`config.mk`:
```
export PLATFORM = sky130hd
export DESIGN_NAME = cfg_hdr_regs
export DESIGN_NICKNAME = d
export VERILOG_FILES = /design/src/common/cfg_hdr_pkg.sv /design/src/hdl/cfg_hdr_regs.sv
export VERILOG_INCLUDE_DIRS = /design/src /design/src/common
export SDC_FILE = /design/constraint.sdc
export NUM_CORES = 1
export LEC_CHECK = 0
export ABC_CLOCK_PERIOD_IN_PS = 3950
export BUFFER_PORTS_ARGS = -buffer_cell sky130_fd_sc_hd__buf_2
export CAP_MARGIN = 20
export CORE_AREA = 2 2 107 109
export CTS_BUF_LIST = sky130_fd_sc_hd__clkbuf_2
export DETAILED_ROUTE_END_ITERATION = 8
export DIE_AREA = 0 0 109 111
export GPL_ROUTABILITY_DRIVEN = 0
export PLACE_DENSITY = 0.72
export SLEW_MARGIN = 40
export SYNTH_ARGS = -nofsm -noshare
export SYNTH_HDL_FRONTEND = slang
export SYNTH_SLANG_ARGS = --single-unit
```
`constraint.sdc`:
```
create_clock -name clk_sys -period 3.95 [get_ports clk_sys]
set_input_delay 0.395 -clock clk_sys [delete_from_list [all_inputs] [get_ports clk_sys]]
set_output_delay 0.395 -clock clk_sys [all_outputs]
set_load 0.05 [all_outputs]
```
`src/common/cfg_hdr_defs.svh`:
```
// constants for the selftest/header/latency word and the i/o base address word
`ifndef CFG_HDR_DEFS_SVH
`define CFG_HDR_DEFS_SVH

// configuration dword indices of the two words (byte address = 4 * index)
`define CFG_IDX_W 4
`define CFG_IDX_HDR 4'h3
`define CFG_IDX_IOBAR 4'h4

// reset values
`define HDR_RESET 32'h0000_0000
`define IOBAR_RESET 32'h0000_0001

// first word field positions
`define HDR_SELFTEST_CAPABLE_BIT 31
`define HDR_SELFTEST_START_BIT 30
`define HDR_RESULT_CODE_LSB 24
`define HDR_MULTIFUNCTION_BIT 23
`define HDR_LAYOUT_LSB 16
`define HDR_OCCUPANCY_LSB 8
`define HDR_LINE_SIZE_LSB 0

// fixed values of the constant fields
`define SELFTEST_RESULT_PASS 4'h0
`define LAYOUT_TYPE0 7'h00
`define LINE_SIZE_FIXED 8'h00

// i/o base word layout
`define IOBAR_BASE_LSB 8
`define IOBAR_BASE_W 24
`define IOBAR_SPACE_IO 1'b1
`define IOBAR_RSVD_BIT 1

// writable bit masks
`define HDR_WMASK 32'h0000_FF00
`define IOBAR_WMASK_BASE 32'h7FF0_0000
`define IOBAR_WMASK_EXT 32'hFFFF_FF00

// address bits compared during i/o decode
`define IO_CMP_MASK_BASE 32'hFFF0_0000
`define IO_CMP_MASK_EXT 32'hFFFF_FF00

`endif

```
`src/common/cfg_hdr_pkg.sv`:
```
// types for the configuration header word bank
package cfg_hdr_pkg;

  // complete state of the bank, registered as one word
  typedef struct packed {
    logic [7:0] bus_occupancy_timer;
    logic [23:0] io_window_base;
    logic pci_rd_valid;
    logic [31:0] pci_rd_data;
    logic lb_rd_valid;
    logic [31:0] lb_rd_data;
    logic io_claim;
    logic occupancy_active;
    logic [7:0] occupancy_count;
    logic occupancy_expired;
  } bank_state_t;

endpackage

```
`src/hdl/cfg_hdr_regs.sv`:
```
// configuration header words: selftest/header/latency word and i/o base address word
`timescale 1ns/100ps
`include "cfg_hdr_defs.svh"

module cfg_hdr_regs
  import cfg_hdr_pkg::*;
#(
  parameter bit EXTENDED = 1'b0
) (
  input wire logic clk_sys,
  input wire logic rst_n,
  input wire logic sw_reset,
  // pci configuration access port
  input wire logic pci_cfg_rd,
  input wire logic pci_cfg_wr,
  input wire logic [`CFG_IDX_W-1:0] pci_cfg_idx,
  input wire logic [3:0] pci_cfg_be,
  input wire logic [31:0] pci_cfg_wdata,
  output logic pci_cfg_rvalid,
  output logic [31:0] pci_cfg_rdata,
  // local peripheral bus access port
  input wire logic lb_rd,
  input wire logic lb_wr,
  input wire logic [`CFG_IDX_W-1:0] lb_idx,
  input wire logic [3:0] lb_be,
  input wire logic [31:0] lb_wdata,
  output logic lb_rvalid,
  output logic [31:0] lb_rdata,
  // i/o decode of pci transfers
  input wire logic io_cmd_valid,
  input wire logic [31:0] io_cmd_addr,
  input wire logic io_space_enable,
  output logic io_claim,
  // bus master occupancy timing
  input wire logic master_owns_bus,
  output logic [7:0] bus_occupancy_timer,
  output logic occupancy_expired
);

  localparam logic [31:0] IOBAR_WMASK = EXTENDED ? `IOBAR_WMASK_EXT : `IOBAR_WMASK_BASE;
  localparam logic [31:0] IO_CMP_MASK = EXTENDED ? `IO_CMP_MASK_EXT : `IO_CMP_MASK_BASE;

  bank_state_t st;
  bank_state_t next_st;

  // view of the first word; every bit except the occupancy timer is a constant
  function automatic logic [31:0] hdr_word(input logic [7:0] occ);
    logic [31:0] w;
    w = `HDR_RESET;
    w[`HDR_SELFTEST_CAPABLE_BIT] = 1'b0;
    w[`HDR_SELFTEST_START_BIT] = 1'b0;
    w[`HDR_RESULT_CODE_LSB +: 4] = `SELFTEST_RESULT_PASS;
    w[`HDR_MULTIFUNCTION_BIT] = 1'b0;
    w[`HDR_LAYOUT_LSB +: 7] = `LAYOUT_TYPE0;
    w[`HDR_LINE_SIZE_LSB +: 8] = `LINE_SIZE_FIXED;
    w[`HDR_OCCUPANCY_LSB +: 8] = occ;
    return w;
  endfunction

  // view of the i/o base word; low byte is hardwired
  function automatic logic [31:0] iobar_word(input logic [23:0] base);
    logic [31:0] w;
    w = {base, 8'h00} & IOBAR_WMASK;
    w[`IOBAR_RSVD_BIT] = 1'b0;
    w[0] = `IOBAR_SPACE_IO;
    return w;
  endfunction

  // readback mux; unmapped indices read zero
  function automatic logic [31:0] read_word(input logic [`CFG_IDX_W-1:0] idx,
                                            input logic [7:0] occ, input logic [23:0] base);
    logic [31:0] w;
    w = 32'h0000_0000;
    if (idx == `CFG_IDX_HDR) begin
      w = hdr_word(occ);
    end else if (idx == `CFG_IDX_IOBAR) begin
      w = iobar_word(base);
    end
    return w;
  endfunction

  // byte-enabled write merge restricted to the writable mask
  function automatic logic [31:0] merge(input logic [31:0] old, input logic [31:0] wd,
                                        input logic [3:0] be, input logic [31:0] wmask);
    logic [31:0] m;
    m = {{8{be[3]}}, {8{be[2]}}, {8{be[1]}}, {8{be[0]}}} & wmask;
    return (old & ~m) | (wd & m);
  endfunction

  always_comb begin
    logic [31:0] cur_hdr;
    logic [31:0] cur_iobar;
    logic [31:0] new_hdr;
    logic [31:0] new_iobar;
    cur_hdr = hdr_word(st.bus_occupancy_timer);
    cur_iobar = iobar_word(st.io_window_base);
    new_hdr = cur_hdr;
    new_iobar = cur_iobar;
    next_st = st;

    // local bus writes first so that a same-cycle pci write to the same word wins
    if (lb_wr && lb_idx == `CFG_IDX_HDR) begin
      new_hdr = merge(new_hdr, lb_wdata, lb_be, `HDR_WMASK);
    end
    if (lb_wr && lb_idx == `CFG_IDX_IOBAR) begin
      new_iobar = merge(new_iobar, lb_wdata, lb_be, IOBAR_WMASK);
    end
    if (pci_cfg_wr && pci_cfg_idx == `CFG_IDX_HDR) begin
      new_hdr = merge(new_hdr, pci_cfg_wdata, pci_cfg_be, `HDR_WMASK);
    end
    if (pci_cfg_wr && pci_cfg_idx == `CFG_IDX_IOBAR) begin
      new_iobar = merge(new_iobar, pci_cfg_wdata, pci_cfg_be, IOBAR_WMASK);
    end
    next_st.bus_occupancy_timer = new_hdr[`HDR_OCCUPANCY_LSB +: 8];
    next_st.io_window_base = new_iobar[`IOBAR_BASE_LSB +: `IOBAR_BASE_W] & IOBAR_WMASK[31:8];

    // read data is sampled from the word as it stood before this cycle's writes
    next_st.pci_rd_valid = pci_cfg_rd;
    next_st.pci_rd_data = pci_cfg_rd ? read_word(pci_cfg_idx, st.bus_occupancy_timer, st.io_window_base)
                                     : 32'h0000_0000;
    next_st.lb_rd_valid = lb_rd;
    next_st.lb_rd_data = lb_rd ? read_word(lb_idx, st.bus_occupancy_timer, st.io_window_base)
                               : 32'h0000_0000;

    // i/o decode: only the window's high bits take part; an unprogrammed base
    // still decodes at zero, so software must set it before use
    next_st.io_claim = io_cmd_valid && io_space_enable &&
                       ((io_cmd_addr & IO_CMP_MASK) == (cur_iobar & IO_CMP_MASK));

    // occupancy timer: loaded when mastership begins, counts down while held
    next_st.occupancy_active = master_owns_bus;
    if (master_owns_bus && !st.occupancy_active) begin
      next_st.occupancy_count = st.bus_occupancy_timer;
      next_st.occupancy_expired = (st.bus_occupancy_timer == 8'h00);
    end else if (master_owns_bus) begin
      if (st.occupancy_count != 8'h00) begin
        next_st.occupancy_count = st.occupancy_count - 8'h01;
      end
      next_st.occupancy_expired = (st.occupancy_count <= 8'h01);
    end else begin
      next_st.occupancy_count = 8'h00;
      next_st.occupancy_expired = 1'b0;
    end
  end

  // one register bank; both resets bring the words to their documented values
  always_ff @(posedge clk_sys) begin
    if (!rst_n || sw_reset) begin
      st <= '0;
      // the shifted reset words are cut to their field widths on purpose
      st.bus_occupancy_timer <= 8'(`HDR_RESET >> `HDR_OCCUPANCY_LSB);
      st.io_window_base <= 24'(`IOBAR_RESET >> `IOBAR_BASE_LSB);
    end else begin
      st <= next_st;
    end
  end

  assign pci_cfg_rvalid = st.pci_rd_valid;
  assign pci_cfg_rdata = st.pci_rd_data;
  assign lb_rvalid = st.lb_rd_valid;
  assign lb_rdata = st.lb_rd_data;
  assign io_claim = st.io_claim;
  assign bus_occupancy_timer = st.bus_occupancy_timer;
  assign occupancy_expired = st.occupancy_expired;

endmodule

```
==> results.cfg <==
[timing]
period_needed_ps = 1880
finalSetupTns_ps = 0
slew_headroom = 0.546
setup-violations-final = 0
fmax_ghz = 0.531
rsz0062_at_grt = false
worst_pin_slew_ps = 675
finalMaxSlewViolations = 0
fin_skew_ps = 34.0
finalHoldViolations = 0
timing.final.crit_share = 0.476

[drt]
num_vias = 2513
post_drt_via_cell_ratio = 4.35
drt_wl_total_mm = 7.72
ant_nets = 0
wire_per_inst_um = 13.3
first_pass_iters = 4
drc = 0
drt_iter0_markers = 126

[global_route]
grt_pass1_wl_mm = 11.8
grt_max_degree = 18
overflow = 0
grtUsageTotal = 0.128
antenna_found_initial = 0
grt_pass1_vias = 2430

[finish]
area_growth_pct = 11.9
drive_above_1_share = 0.345
num_antenna_cells = 0
nets = 554
design_area_um2 = 3720
postLayoutCoreUtil = 0.336
fillers = 1161

[synthesis]
avgSynthCellArea_um2 = 9.42
synthSimpleGateAreaFrac = 0.195
syn_area_um2 = 3330
synth_mux_area_frac = 0.0301
yosysTopAreaCell = dfxtp_1
synth.lib_cells_used.distinct = 40
synthCells = 353
synthAdderAreaFrac = 0.00752
yosys.area_share.xor_xnor = 0.0421
synth_top_family_by_area = buffers and inverters
synth_edf_count = 0
synth-seq-cells = 72
synth.area.top_cells = dfxtp_1 (43%), buf_4 (16%), and2_1 (7.5%), a21oi_1 (3.3%), mux2i_1 (3.0%)
synth_warnings = 0
ys_seq_area_frac = 0.433
synth-compound-area-share = 0.0918
async_reset_ff_frac = 0
yosys.area.top_type_share = 0.433
postSynth.topFlopCell = dfxtp_1

[critical_path]
cp.arrival_ps = 2320
endpoint_kind = register
worstPathRequired_ps = 4380
startpoint_type = register
crit_start = st[1]$_SDFFE_PP0P_
r2r-start = st[1]$_SDFFE_PP0P_
worstRegToRegCells = 6
critPathKind = reg2reg
crit_fanout = 5

[clock_network]
cts_tree = done
h-tree-depth = 3
cts_made_buffers = 9
cts_buffer_depth = 2
clock-sinks = 72
root_buffer = clkbuf_2
postCtsSetupRepairBufs = 0
path_clk_slew_ps = 190
insertion_delay_ps = 520

[worst_hold_path]
hp-class = in2reg
holdPathStages = 3
min_from = pci_cfg_wdata[24]

[status]
status = finished clean

[die]
die-width_um = 109
core_area_um2 = 11100
io_pins = 198
die_h_um = 111
row_count = 39
start_util = 0.300
die_area_um2 = 12100

[pwr]
vdd_drop_max_v = 0.000118
leakage_nw = 1.76
powerDensity_nw_per_um2 = 324

[placed_design]
place_area_um2 = 3630
portBuffers = 125
dpl.hpwl_mm = 6.12

[flow_run]
cap_violations = 0
-- state kept, by name, summed over array words and instances, names as in the netlist --
name and count:
lb_rdata 20, pci_cfg_rdata 20, st 20, bus_occupancy_timer 8
io_claim 1, lb_rvalid 1, occupancy_expired 1, pci_cfg_rvalid 1
-- worst max-delay path, cell delays in order, from the launching register on --
cell,delay [ps]
dfxtp_1,390
inv_1,90
ha_1,200
nor3b_1,410
nand4_1,270
or2_2,350
a21oi_1,120
-- Yosys cell counts, drive strengths merged (2+ instances only) --
master	count
a211oi	5
a21oi	22
a221oi	11
and2	40
and3	6
buf	77
clkbuf	6
dfxtp	72
ha	2
inv	17
mux2i	10
nand2	16
nand2b	2
nand3	5
nand4	4
nor2	10
nor3	5
nor4	5
nor4b	2
o21ai	8
or4	2
xnor2	11
xor2	5
-- through the flow --
step / cells / hold slack, ps / setup WS, ps / power, W
after CTS: 578 / 40.0 / 2070 / 0.00122
after global routing: 578 / 60.6 / 1940 / 0.00126
after global placement: 561 / 499 / 1550 / 0.000895
after floorplan: 376 / 471 / 2370 / 0.000865
after detailed placement: 561 / 520 / 1790 / 0.000898
final: 578 / 107 / 2070 / 0.00120
-- area by class of cell --
type,count,area [µm²],share of cell area
Sequential cell,72,1440,0.387
Multi-Input combinational cell,204,1320,0.355
Timing Repair Buffer,126,636,0.171
Tap cell,143,179,0.0481
Inverter,17,63.8,0.0172
Clock buffer,11,55.1,0.0148
Clock inverter,5,23.8,0.00639
-- layer usage --
metal / share of wire / global-route usage
met4: 0.024 / 0.0761
met5: 0 / 0
met1: 0.42 / 0.159
met2: 0.49 / 0.203
met3: 0.066 / 0.0247
-- final timing paths --
path                        end  slack (ps)
max          st[2]$_SDFFE_PP0P_        2070
min           st[93]$_SDFF_PP0_         110
max reg2reg  st[2]$_SDFFE_PP0P_        2070
min reg2reg   st[99]$_SDFF_PP0_         550
-- cell families (layout without fill, tap and decap cells) --
logic type / after synthesis / in the layout
multiplexers: 10 / 10
adder cells (fa/ha/maj): 2 / 2
flip-flops: 72 / 72
AO/OA/AOI/OAI: 48 / 48
buffers and inverters: 100 / 159
XOR/XNOR: 16 / 16
other: 1 / 24
AND/OR/NAND/NOR: 104 / 104
-- timing repair --
item	in CTS	in global routing
resized for setup	0	0
endpoints found under the hold margin	1	0
hold buffers	1	0
-- layout by cell type, fill, tap and decap left out, drive strengths merged, types with 2 or more instances in the layout --
cell    Yosys  layout
buf        77     125
dfxtp      72      72
and2       40      40
conb        1      24
a21oi      22      22
inv        17      17
nand2      16      16
a221oi     11      11
xnor2      11      11
clkbuf      6      11
nor2       10      10
mux2i      10      10
o21ai       8       8
and3        6       6
nand3       5       5
xor2        5       5
a211oi      5       5
clkinv      0       5
nor4        5       5
nor3        5       5
nand4       4       4
nand2b      2       2
ha          2       2
nor4b       2       2
or4         2       2
-- power by group --
part	switching, W	internal [W]	total [W]
registers	0.00000553	0.000731	0.000737
clock network	0.000239	0.0000820	0.000321
logic	0.0000998	0.0000469	0.000147
Power figures use the tool's default switching activity.
